===== src/rtl/gpio_irq_map.svh =====
// Register indices, byte addresses, field positions and reset values of the pin interrupt bank.
`ifndef GPIO_IRQ_MAP_SVH
`define GPIO_IRQ_MAP_SVH
`define PIN_COUNT 8
`define IDX_DETECT_ENABLE 32'h1500_10c4
`define IDX_IRQ_PENDING 32'h1500_10c6
`define IDX_TRIGGER_TYPE 32'h1500_10c8
`define IDX_TRIGGER_POLARITY 32'h1500_10ca
`define IDX_EVENT_STATUS 32'h1500_10cc
`define IDX_EVENT_MASK 32'h1500_10ce
`define ADDR_DETECT_ENABLE (`IDX_DETECT_ENABLE * 4)
`define ADDR_IRQ_PENDING (`IDX_IRQ_PENDING * 4)
`define ADDR_TRIGGER_TYPE (`IDX_TRIGGER_TYPE * 4)
`define ADDR_TRIGGER_POLARITY (`IDX_TRIGGER_POLARITY * 4)
`define ADDR_EVENT_STATUS (`IDX_EVENT_STATUS * 4)
`define ADDR_EVENT_MASK (`IDX_EVENT_MASK * 4)
`define FLD_LOW_MSB 7
`define FLD_LOW_LSB 0
`define FLD_BOTH_MSB 15
`define FLD_BOTH_LSB 8
`define RESET_BYTE 8'h00
`define RESP_OKAY 2'h0
`define RESP_SLVERR 2'h2
`endif


===== src/rtl/gpio_irq_pkg.sv =====
// Types shared by the pin interrupt bank.
package gpio_irq_pkg;
  typedef enum logic [2:0] {
    SEL_ENABLE,
    SEL_PENDING,
    SEL_TYPE,
    SEL_POLARITY,
    SEL_EVT_STATUS,
    SEL_EVT_MASK,
    SEL_NONE
  } reg_sel_e;
  typedef struct packed {
    logic [7:0] both;
    logic [7:0] pol;
    logic [7:0] typ;
    logic [7:0] en;
  } pin_cfg_s;
endpackage : gpio_irq_pkg


===== src/rtl/gpio_bank_irq_detect.sv =====
// Pin interrupt detection bank with an AXI4-Lite register slave.
//
// Summary of operation
// - Matching pin condition sets its pending flag.
// - Disabled pin never sets pending nor interrupts.
// - Pending read returns one if request occurred.
// - Write one requests clear, zero cancels it.
// - Clear works in edge mode; level self-clears.
// - Reserved upper bits read zero, written zero.
// - Type bit one edge, zero level.
// - Edge mode detects pin transitions as requests.
// - Level mode polarity one high, zero low.
// - Single edge: polarity one rising, zero falling.
// - Both-edges bit effective only in edge mode.
// - Both-edges set makes polarity ignored.
// - Bit zero serves first pin, in order.
// - Enable register bit one enables detection.
//
// Our own choice: the AXI4-Lite register port.
`timescale 1ns/1ps
`include "gpio_irq_map.svh"
`default_nettype none
module gpio_bank_irq_detect
  import gpio_irq_pkg::*;
#(
  parameter int PINS = `PIN_COUNT
) (
  input wire logic aclk, // System clock, 200 MHz.
  input wire logic aresetn, // Synchronous reset, active low.
  input wire logic [PINS-1:0] pin_in, // Pin levels, bit 0 is the lowest pin.
  output logic pending_any, // High while any pending flag is set.
  output logic irq, // High while an unmasked event bit is set.
  input wire logic [31:0] s_axi_awaddr, // Write address.
  input wire logic s_axi_awvalid, // Write address valid.
  output logic s_axi_awready, // Write address ready.
  input wire logic [31:0] s_axi_wdata, // Write data.
  input wire logic [3:0] s_axi_wstrb, // Write byte strobes.
  input wire logic s_axi_wvalid, // Write data valid.
  output logic s_axi_wready, // Write data ready.
  output logic [1:0] s_axi_bresp, // Write response.
  output logic s_axi_bvalid, // Write response valid.
  input wire logic s_axi_bready, // Write response ready.
  input wire logic [31:0] s_axi_araddr, // Read address.
  input wire logic s_axi_arvalid, // Read address valid.
  output logic s_axi_arready, // Read address ready.
  output logic [31:0] s_axi_rdata, // Read data.
  output logic [1:0] s_axi_rresp, // Read response.
  output logic s_axi_rvalid, // Read data valid.
  input wire logic s_axi_rready // Read data ready.
);

  function automatic reg_sel_e decode(input logic [31:0] addr);
    case (addr)
      32'(`ADDR_DETECT_ENABLE): decode = SEL_ENABLE;
      32'(`ADDR_IRQ_PENDING): decode = SEL_PENDING;
      32'(`ADDR_TRIGGER_TYPE): decode = SEL_TYPE;
      32'(`ADDR_TRIGGER_POLARITY): decode = SEL_POLARITY;
      32'(`ADDR_EVENT_STATUS): decode = SEL_EVT_STATUS;
      32'(`ADDR_EVENT_MASK): decode = SEL_EVT_MASK;
      default: decode = SEL_NONE;
    endcase
  endfunction : decode

  logic [PINS-1:0] sync1_reg, sync2_reg, prev_reg;
  logic [PINS-1:0] pending_reg, pending_next;
  logic [PINS-1:0] clr_req_reg, clr_req_next;
  logic [PINS-1:0] evt_reg, evt_next, evt_mask_reg, evt_mask_next;
  pin_cfg_s cfg_reg, cfg_next;
  logic aw_held_reg, aw_held_next, w_held_reg, w_held_next;
  logic [31:0] awaddr_reg, awaddr_next, wdata_reg, wdata_next;
  logic [3:0] wstrb_reg, wstrb_next;
  logic bvalid_reg, bvalid_next, rvalid_reg, rvalid_next;
  logic [1:0] bresp_reg, bresp_next, rresp_reg, rresp_next;
  logic [31:0] rdata_reg, rdata_next;
  logic [PINS-1:0] rise, fall, edge_hit, level_hit;
  logic do_write;
  reg_sel_e wsel, rsel;

  // Only the second stage and the previous sample feed the detectors.
  assign rise = sync2_reg & ~prev_reg;
  assign fall = ~sync2_reg & prev_reg;

  always_comb begin
    // Both-edges wins over polarity; otherwise polarity picks the edge.
    edge_hit = (cfg_reg.both & (rise | fall))
             | (~cfg_reg.both & cfg_reg.pol & rise)
             | (~cfg_reg.both & ~cfg_reg.pol & fall);
    // Level mode ignores the both-edges bit and follows polarity only.
    level_hit = (cfg_reg.pol & sync2_reg) | (~cfg_reg.pol & ~sync2_reg);
  end

  assign do_write = aw_held_reg && w_held_reg && !bvalid_reg;
  assign wsel = decode(awaddr_reg);
  assign rsel = decode(s_axi_araddr);

  always_comb begin
    cfg_next = cfg_reg;
    clr_req_next = clr_req_reg;
    evt_mask_next = evt_mask_reg;
    evt_next = evt_reg;
    aw_held_next = aw_held_reg;
    w_held_next = w_held_reg;
    awaddr_next = awaddr_reg;
    wdata_next = wdata_reg;
    wstrb_next = wstrb_reg;
    bvalid_next = bvalid_reg;
    bresp_next = bresp_reg;
    rvalid_next = rvalid_reg;
    rresp_next = rresp_reg;
    rdata_next = rdata_reg;
    if (s_axi_awvalid && s_axi_awready) begin
      aw_held_next = 1'b1;
      awaddr_next = s_axi_awaddr;
    end
    if (s_axi_wvalid && s_axi_wready) begin
      w_held_next = 1'b1;
      wdata_next = s_axi_wdata;
      wstrb_next = s_axi_wstrb;
    end
    if (do_write) begin
      aw_held_next = 1'b0;
      w_held_next = 1'b0;
      bvalid_next = 1'b1;
      bresp_next = (wsel == SEL_NONE) ? `RESP_SLVERR : `RESP_OKAY;
      // Bit i of every field serves pin i of the bank.
      if (wstrb_reg[0]) begin
        case (wsel)
          SEL_ENABLE: cfg_next.en = wdata_reg[`FLD_LOW_MSB:`FLD_LOW_LSB];
          SEL_PENDING: clr_req_next = wdata_reg[`FLD_LOW_MSB:`FLD_LOW_LSB];
          SEL_TYPE: cfg_next.typ = wdata_reg[`FLD_LOW_MSB:`FLD_LOW_LSB];
          SEL_POLARITY: cfg_next.pol = wdata_reg[`FLD_LOW_MSB:`FLD_LOW_LSB];
          SEL_EVT_MASK: evt_mask_next = wdata_reg[`FLD_LOW_MSB:`FLD_LOW_LSB];
          default: begin
          end
        endcase
      end
      if (wstrb_reg[1] && wsel == SEL_POLARITY) begin
        cfg_next.both = wdata_reg[`FLD_BOTH_MSB:`FLD_BOTH_LSB];
      end
      if (wstrb_reg[0] && wsel == SEL_EVT_STATUS) begin
        evt_next = evt_reg & ~wdata_reg[`FLD_LOW_MSB:`FLD_LOW_LSB];
      end
    end
    if (bvalid_reg && s_axi_bready) begin
      bvalid_next = 1'b0;
    end
    if (s_axi_arvalid && s_axi_arready) begin
      rvalid_next = 1'b1;
      rresp_next = (rsel == SEL_NONE) ? `RESP_SLVERR : `RESP_OKAY;
      rdata_next = 32'h0000_0000;
      case (rsel)
        SEL_ENABLE: rdata_next[`FLD_LOW_MSB:`FLD_LOW_LSB] = cfg_reg.en;
        SEL_PENDING: rdata_next[`FLD_LOW_MSB:`FLD_LOW_LSB] = pending_reg;
        SEL_TYPE: rdata_next[`FLD_LOW_MSB:`FLD_LOW_LSB] = cfg_reg.typ;
        SEL_POLARITY: rdata_next[`FLD_BOTH_MSB:`FLD_LOW_LSB] = {cfg_reg.both, cfg_reg.pol};
        SEL_EVT_STATUS: rdata_next[`FLD_LOW_MSB:`FLD_LOW_LSB] = evt_reg;
        SEL_EVT_MASK: rdata_next[`FLD_LOW_MSB:`FLD_LOW_LSB] = evt_mask_reg;
        default: begin
        end
      endcase
    end else if (rvalid_reg && s_axi_rready) begin
      rvalid_next = 1'b0;
    end
    // Edge pins set on a qualified edge and clear on a held clear request;
    // a new edge in the same cycle wins over the clear.
    // Level pins track the source and drop once it goes inactive.
    pending_next = (cfg_reg.typ & ((pending_reg & ~clr_req_reg) | (edge_hit & cfg_reg.en)))
                 | (~cfg_reg.typ & level_hit & (cfg_reg.en | pending_reg));
    // A flag that rises sets its event bit; the set wins over a clear.
    evt_next = evt_next | (pending_next & ~pending_reg);
  end

  always_ff @(posedge aclk) begin
    if (!aresetn) begin
      sync1_reg <= '0;
      sync2_reg <= '0;
      prev_reg <= '0;
      pending_reg <= '0;
      clr_req_reg <= '0;
      evt_reg <= '0;
      evt_mask_reg <= '0;
      cfg_reg <= '0;
      aw_held_reg <= 1'b0;
      w_held_reg <= 1'b0;
      awaddr_reg <= 32'h0000_0000;
      wdata_reg <= 32'h0000_0000;
      wstrb_reg <= 4'h0;
      bvalid_reg <= 1'b0;
      bresp_reg <= `RESP_OKAY;
      rvalid_reg <= 1'b0;
      rresp_reg <= `RESP_OKAY;
      rdata_reg <= 32'h0000_0000;
    end else begin
      sync1_reg <= pin_in;
      sync2_reg <= sync1_reg;
      prev_reg <= sync2_reg;
      pending_reg <= pending_next;
      clr_req_reg <= clr_req_next;
      evt_reg <= evt_next;
      evt_mask_reg <= evt_mask_next;
      cfg_reg <= cfg_next;
      aw_held_reg <= aw_held_next;
      w_held_reg <= w_held_next;
      awaddr_reg <= awaddr_next;
      wdata_reg <= wdata_next;
      wstrb_reg <= wstrb_next;
      bvalid_reg <= bvalid_next;
      bresp_reg <= bresp_next;
      rvalid_reg <= rvalid_next;
      rresp_reg <= rresp_next;
      rdata_reg <= rdata_next;
    end
  end

  assign s_axi_awready = !aw_held_reg && !bvalid_reg;
  assign s_axi_wready = !w_held_reg && !bvalid_reg;
  assign s_axi_bvalid = bvalid_reg;
  assign s_axi_bresp = bresp_reg;
  assign s_axi_arready = !rvalid_reg;
  assign s_axi_rvalid = rvalid_reg;
  assign s_axi_rresp = rresp_reg;
  assign s_axi_rdata = rdata_reg;
  assign pending_any = |pending_reg;
  assign irq = |(evt_reg & evt_mask_reg);

  property p_edge_single_sets;
    @(posedge aclk) disable iff (!aresetn)
      1'b1 |=> ((pending_reg & $past(cfg_reg.en & cfg_reg.typ & ~cfg_reg.both
        & ((cfg_reg.pol & rise) | (~cfg_reg.pol & fall))))
        == $past(cfg_reg.en & cfg_reg.typ & ~cfg_reg.both
        & ((cfg_reg.pol & rise) | (~cfg_reg.pol & fall))));
  endproperty
  a_edge_single_sets: assert property (p_edge_single_sets)
    else $error("Qualified single edge did not set pending flag.");

  property p_both_edges_sets;
    @(posedge aclk) disable iff (!aresetn)
      ((cfg_reg.en & cfg_reg.typ & cfg_reg.both & (rise | fall)) != '0)
        |=> ((pending_reg & $past(cfg_reg.en & cfg_reg.typ & cfg_reg.both & (rise | fall)))
        != '0);
  endproperty
  a_both_edges_sets: assert property (p_both_edges_sets)
    else $error("Both-edge request did not set pending flag.");

  property p_disabled_no_set;
    @(posedge aclk) disable iff (!aresetn)
      1'b1 |=> ((pending_reg & ~$past(pending_reg) & ~$past(cfg_reg.en)) == '0);
  endproperty
  a_disabled_no_set: assert property (p_disabled_no_set)
    else $error("Pending flag set on a disabled pin.");

  property p_level_follows;
    @(posedge aclk) disable iff (!aresetn)
      1'b1 |=> ((pending_reg & ~$past(cfg_reg.typ))
        == ($past(level_hit & ~cfg_reg.typ) & ($past(cfg_reg.en) | $past(pending_reg))));
  endproperty
  a_level_follows: assert property (p_level_follows)
    else $error("Level-mode pending flag does not follow its source.");

  property p_edge_clear;
    @(posedge aclk) disable iff (!aresetn)
      ((clr_req_reg & cfg_reg.typ & ~edge_hit) != '0)
        |=> ((pending_reg & $past(clr_req_reg & cfg_reg.typ & ~edge_hit)) == '0);
  endproperty
  a_edge_clear: assert property (p_edge_clear)
    else $error("Clear request failed to clear an edge-mode flag.");

  property p_pending_read;
    @(posedge aclk) disable iff (!aresetn)
      (s_axi_arvalid && s_axi_arready && rsel == SEL_PENDING)
        |=> (s_axi_rvalid && s_axi_rdata == {24'h00_0000, $past(pending_reg)});
  endproperty
  a_pending_read: assert property (p_pending_read)
    else $error("Pending read returned wrong value.");

  property p_reserved_zero;
    @(posedge aclk) disable iff (!aresetn)
      s_axi_rvalid |-> (s_axi_rdata[31:16] == 16'h0000);
  endproperty
  a_reserved_zero: assert property (p_reserved_zero)
    else $error("Reserved read bits not zero.");

  property p_sync_delay;
    @(posedge aclk) disable iff (!aresetn)
      1'b1 |-> ##3 (prev_reg == $past(pin_in, 3));
  endproperty
  a_sync_delay: assert property (p_sync_delay)
    else $error("Synchroniser delay is not three cycles to previous sample.");

  property p_bank_or;
    @(posedge aclk) disable iff (!aresetn)
      pending_any == (pending_reg != '0);
  endproperty
  a_bank_or: assert property (p_bank_or)
    else $error("Bank output low while a flag is set.");

  property p_irq_gate;
    @(posedge aclk) disable iff (!aresetn)
      ((pending_reg & ~$past(pending_reg) & evt_mask_reg) != '0) |-> irq;
  endproperty
  a_irq_gate: assert property (p_irq_gate)
    else $error("Rising pending flag did not raise the interrupt.");

endmodule : gpio_bank_irq_detect
`default_nettype wire


===== config.mk =====
export PLATFORM = sky130hd
export DESIGN_NAME = gpio_bank_irq_detect
export DESIGN_NICKNAME = d
export VERILOG_FILES = /design/src/rtl/gpio_irq_pkg.sv /design/src/rtl/gpio_bank_irq_detect.sv
export VERILOG_INCLUDE_DIRS = /design/src /design/src/rtl
export SDC_FILE = /design/constraint.sdc
export NUM_CORES = 1
export LEC_CHECK = 0
export ABC_CLOCK_PERIOD_IN_PS = 2500
export BUFFER_PORTS_ARGS = -buffer_cell sky130_fd_sc_hd__buf_4
export CAP_MARGIN = 0
export CORE_ASPECT_RATIO = 0.9
export CORE_UTILIZATION = 49
export DETAILED_ROUTE_END_ITERATION = 10
export PLACE_DENSITY_LB_ADDON = 0.2
export SETUP_SLACK_MARGIN = 0.2
export SYNTH_ARGS = -nofsm -noshare
export SYNTH_HDL_FRONTEND = slang
export SYNTH_SLANG_ARGS = --single-unit
export TNS_END_PERCENT = 50

===== constraint.sdc =====
create_clock -name aclk -period 2.5 [get_ports aclk]
set_clock_uncertainty 0.05 [all_clocks]
set_input_delay 0.25 -clock aclk [delete_from_list [all_inputs] [get_ports aclk]]
set_output_delay 0.25 -clock aclk [all_outputs]
set_load 0.005 [all_outputs]

# ---- Word level (Yosys, flattened, before mapping)
# Index checks and enable logic that the tools add are counted.
dict set report word_totals {
  regBits 162
  word_cells 117
  in_bits 115
  output_inout_bits 43
}
dict set report op_classes {
  mux 10
  n_reduce_logical 28
  n_eq_ne 24
  n_bitwise 34
}
# cell count
set op_table {}
lappend op_table {{equality test 32 x 31 -> 1 bit, second input constant} 12}
lappend op_table {{AND 8 bit} 17}
lappend op_table {{inverter 8 bit} 8}
lappend op_table {{bitwise OR 8 bit} 8}
lappend op_table {{case mux 8 bit (6 select lines)} 1}
lappend op_table {{case mux 3 bit (6 select lines)} 2}
lappend op_table {{two-way mux 8 bit} 3}
lappend op_table {{equality test 3 bit, second input constant} 6}
lappend op_table {{OR reduction 8 bit} 2}
lappend op_table {{AND reduction 3 bit} 5}
lappend op_table {{equality test 3 x 2 -> 1 bit, second input constant} 4}
lappend op_table {{logical AND 1 bit} 11}
lappend op_table {{equality test 3 x 1 -> 1 bit, second input constant} 2}
lappend op_table {{zero test 3 bit} 2}
lappend op_table {{zero test 1 bit} 4}
lappend op_table {{two-way mux 2 bit} 2}
lappend op_table {{OR reduction 2 bit} 2}
lappend op_table {{two-way mux 1 bit} 2}
lappend op_table {{AND reduction 2 bit} 1}
lappend op_table {{nonzero test 2 bit} 1}
lappend op_table {{inverter 1 bit} 1}

# ---- Logic depth before layout (Yosys ltp)
dict set report depth {
  ltp_word 12
  ltp_mapped 11
  ltp_nobuf 9
}

# ---- Least setup slack after synthesis
# No wires, ideal clock.
dict set report synth_timing {
  path_kind {input port to flip-flop}
  startpoint {input s_axi_araddr[12]}
  endpoint {register rdata_reg[0] (netlist: s_axi_rdata[0])}
  required_time_ns 2.364
  path_buffers 2
  cell_stages 11
  slack_ns -0.222
  arrival_ns 2.587
  cell_sequence {nor4b_2 > nand4_1 > or3_1 > ha_1 > nor2b_1 > clkbuf_1 > nand2b_1 > clkbuf_1 > o41ai_1 > nor2_1 > a211oi_1}
}
dict set report synth_via {
  elab_chain_len 4
}
# element line
set synth_lines {}
lappend synth_lines {{from (decl)} gpio_bank_irq_detect.sv:43} ;# input wire logic [31:0] s_axi_araddr,
lappend synth_lines {{equality test 32 x 31 -> 1 bit} gpio_bank_irq_detect.sv:53} ;# case (addr)
lappend synth_lines {{case mux 3 bit (6 select lines) (*)} gpio_bank_irq_detect.sv:53}
lappend synth_lines {{equality test 3 bit, or another cell as far along} gpio_bank_irq_detect.sv:151} ;# case (rsel)
lappend synth_lines {{case mux 8 bit (6 select lines) (*)} gpio_bank_irq_detect.sv:151}
lappend synth_lines {{to (signal assigned)} gpio_bank_irq_detect.sv:211} ;# rdata_reg <= rdata_next;
lappend synth_lines {{to (decl)} gpio_bank_irq_detect.sv:74} ;# logic [31:0] rdata_reg, rdata_next;
# Mark *: on every way between the ends. The rest lies on a longest branch, timed or not.
# A chain may end at the register's enable or synchronous reset.

# ---- Final worst setup path
dict set report layout_timing {
  startpoint {input s_axi_araddr[1]}
  endpoint {register rdata_reg[8] (netlist: s_axi_rdata[8])}
}
dict set report layout_via {
  elab_chain_len 4
}
# element line
set layout_lines {}
lappend layout_lines {{equality test 32 x 31 -> 1 bit} gpio_bank_irq_detect.sv:53}
lappend layout_lines {{case mux 3 bit (6 select lines) (*)} gpio_bank_irq_detect.sv:53}
lappend layout_lines {{equality test 3 x 2 -> 1 bit (*)} gpio_bank_irq_detect.sv:151}
lappend layout_lines {{two-way mux 8 bit (*)} gpio_bank_irq_detect.sv:151}
# Marks and branches as above.

==> results.yml <==
status:
  status: "finished, final reports clean"
final_layout:
  final_common_cell: "dfxtp_1"
  n_antenna_cell: 0
  drive_above_1_share: 0.218
  final_cell_mix: "160 x dfxtp_1, 143 x buf_4, 141 x nand2_1"
  fill_cells: 1264
  syn2layout_area_growth_pct: 26.6
  fin_nets: 1122
global_route:
  antenna_found_initial: 0
  grt_pass1_vias: 6028
  grt-ovfl-total: 0
  grt_use_total: 0.253
  grt_max_degree: 50
  grt_pass1_wl_um: 30100
die:
  coreArea_um2: 14700
  initial_utilization: 0.500
  die-area_um2: 15500
  die_h_um: 118
  num_rows: 42
  die_w_um: 131
  io_pins: 158
sta:
  period_needed_ns: 2.08
  post-route-period-util: 0.830
  finalMaxSlewViolations: 0
  rsz0062_at_grt: "false"
  worst_slack_ns: 0.424
  hold_viol: 0
  setup_viol: 0
  max_freq_mhz: 482
  slew_headroom: 0.587
  tightest_slew_ns: 0.619
  fin_hold_ws_ns: 0.0158
clocking:
  clk_pin_slew_ns: 0.07
  clkSinkCount: 160
  cts_max_level: 4
  cts_buffers: 17
  ctsHoldBuffers: 8
  cts_root_buffer: "clkbuf_16"
  insertion_delay_ns: 0.43
  cts_max_path_buffers: 2
  post_cts_buffers: 0
  cts_tree: "done"
  post_cts_resized: 0
synth:
  yosysWarnings: 0
  ys_seq_elements: 160
  syn_area_per_cell_um2: 8.51
  synthTopCellsByArea: "dfxtp_1 44%, nand2_1 7.2%, a21oi_1 5.8%"
  synth_top_area_share: 0.437
  synth_cell_type_count: 48
  postSynth.asyncResetShare: 0
  yosysSeqAreaShare: 0.437
  syn-instance-count: 862
  synth_area_um2: 7340
  synthFlopType: "dfxtp_1"
  yosysTopAreaCell: "dfxtp_1"
  synth_edf_count: 0
critical_path:
  crit_fanout: 8
  required_ns: 2.80
  regToRegEndpoint: "cfg_reg[5]$_SDFFE_PN0P_"
  timing.rr.start: "awaddr_reg[24]$_SDFFE_PN0P_"
  reg2reg_depth: 5
  critPathCaptureType: "flip-flop"
  cp-start-kind: "input port"
  path_class: "input port to flip-flop"
  r2r_slack_ns: 0.46
  cp.arrival_ns: 2.37
drt:
  viasPerCell: 5.37
  post_drt_wl_per_cell_um: 15.4
  first_pass_iters: 5
  drtIter0Drc: 645
  drc: 0
  vias: 6451
  drtAntennaViolNets: 0
  routed_wl_um: 18500
placed_design:
  hpwl_um: 13000
  portBuffers: 121
  post-place-ws_ns: -0.00113
  gp_congestion: 0.823
job:
  max_cap_viol_count: 0
worst_hold_path:
  min_to: "awaddr_reg[13]$_SDFFE_PN0P_"
  holdPathStages: 3
  min_from: "s_axi_awaddr[13]"
  hold_path_class: "input port to flip-flop"
pwr:
  power_leakage_nw: 3.93
  powerDensity_nw_per_um2: 652
  peakVddDrop_mv: 0.580
critical path, cell delays in order:
cell	delay, ns
buf_4	0.12
nor4_1	0.35
nand4_1	0.18
or3_1	0.35
ha_2	0.18
buf_4	0.14
nand3b_1	0.16
nor4_2	0.23
buf_4	0.24
a22oi_1	0.08
nor2_1	0.10
through the flow:
step / cells / power (mW) / TNS [ns] / instance area (µm²) / util
after floorplan: 879 / 3.02 / 0 / 7510 / -
after global placement: 1161 / 3.22 / 0 / 8560 / 0.584
after detailed placement: 1161 / 3.23 / -0.00113 / 8560 / 0.584
after CTS: 1201 / 6.07 / 0 / 9290 / 0.634
after global routing: 1201 / 6.26 / 0 / 9290 / 0.634
final: 1201 / 6.05 / 0 / 9290 / 0.634
cell type report:
type / instances / area [µm²] / area share
Tap cell: 198 / 248 / 0.0267
Clock inverter: 12 / 205 / 0.0221
Multi-Input combinational cell: 639 / 3920 / 0.422
Inverter: 19 / 72.6 / 0.00781
Clock buffer: 20 / 447 / 0.0481
Timing Repair Buffer: 153 / 1190 / 0.128
Sequential cell: 160 / 3200 / 0.345
kinds of logic (layout without fill, tap and decap cells):
family / count (synthesis) / after routing / share of synthesized area
multiplexers: 48 / 48 / 0.0682
XOR/XNOR: 8 / 8 / 0.00955
AND/OR/NAND/NOR: 342 / 342 / 0.238
buffers and inverters: 80 / 204 / 0.0510
AO/OA/AOI/OAI: 206 / 206 / 0.167
flip-flops: 160 / 160 / 0.437
other: 1 / 18 / 0.000511
adder cells (fa/ha/maj): 17 / 17 / 0.0290
worst max-delay path by stage:
| stage | from | endpoint | slack (ns) | cells after the start |
|---|---|---|---|---|
| 2_1_floorplan | s_axi_araddr[17] | s_axi_rdata[0]$_SDFFE_PN0P_ | 0.20 | 11 |
| 3_3_place_gp | s_axi_araddr[17] | s_axi_rdata[2]$_SDFFE_PN0P_ | 0.05 | 11 |
| 3_5_place_dp | s_axi_araddr[1] | s_axi_rdata[4]$_SDFFE_PN0P_ | -0.001 | 11 |
| 4_1_cts | s_axi_araddr[1] | s_axi_rdata[8]$_SDFFE_PN0P_ | 0.42 | 11 |
| 5_1_grt | s_axi_araddr[1] | s_axi_rdata[2]$_SDFFE_PN0P_ | 0.22 | 11 |
| 6_report | s_axi_araddr[1] | s_axi_rdata[8]$_SDFFE_PN0P_ | 0.42 | 11 |
Yosys cell counts, types with 4 or more instances:
cell type / count
o41ai_1: 8
nand3_1: 28
dfxtp_1: 160
mux2_2: 16
ha_1: 17
xor2_1: 8
o21ai_1: 11
o21ai_0: 47
buf_4: 18
nor4b_1: 4
inv_1: 18
a21oi_1: 85
a22oi_1: 12
buf_1: 7
nor2_1: 77
nand2b_1: 8
clkbuf_1: 31
and4_1: 5
and2_1: 20
o211a_1: 8
nor4_1: 9
nand2_1: 141
a211oi_1: 16
buf_2: 5
o21a_1: 8
a21boi_0: 8
nand4_1: 9
mux2i_1: 32
nor2b_1: 15
power by group:
group | internal, mW | switching (mW)
Clock | 1.81 | 1.06
Sequential | 2.63 | 0.0755
Combinational | 0.232 | 0.249
per-layer routing:
layer | wire length, µm | up-vias | GRT usage
met2 | 8280 | 184 | 0.391
li1 | - | 3223 | -
met5 | 0 | - | 0
met1 | 8930 | 3026 | 0.355
met3 | 988 | 18 | 0.0450
met4 | 274 | 0 | 0.0754
Note: power is estimated with default switching activity, not from simulation.
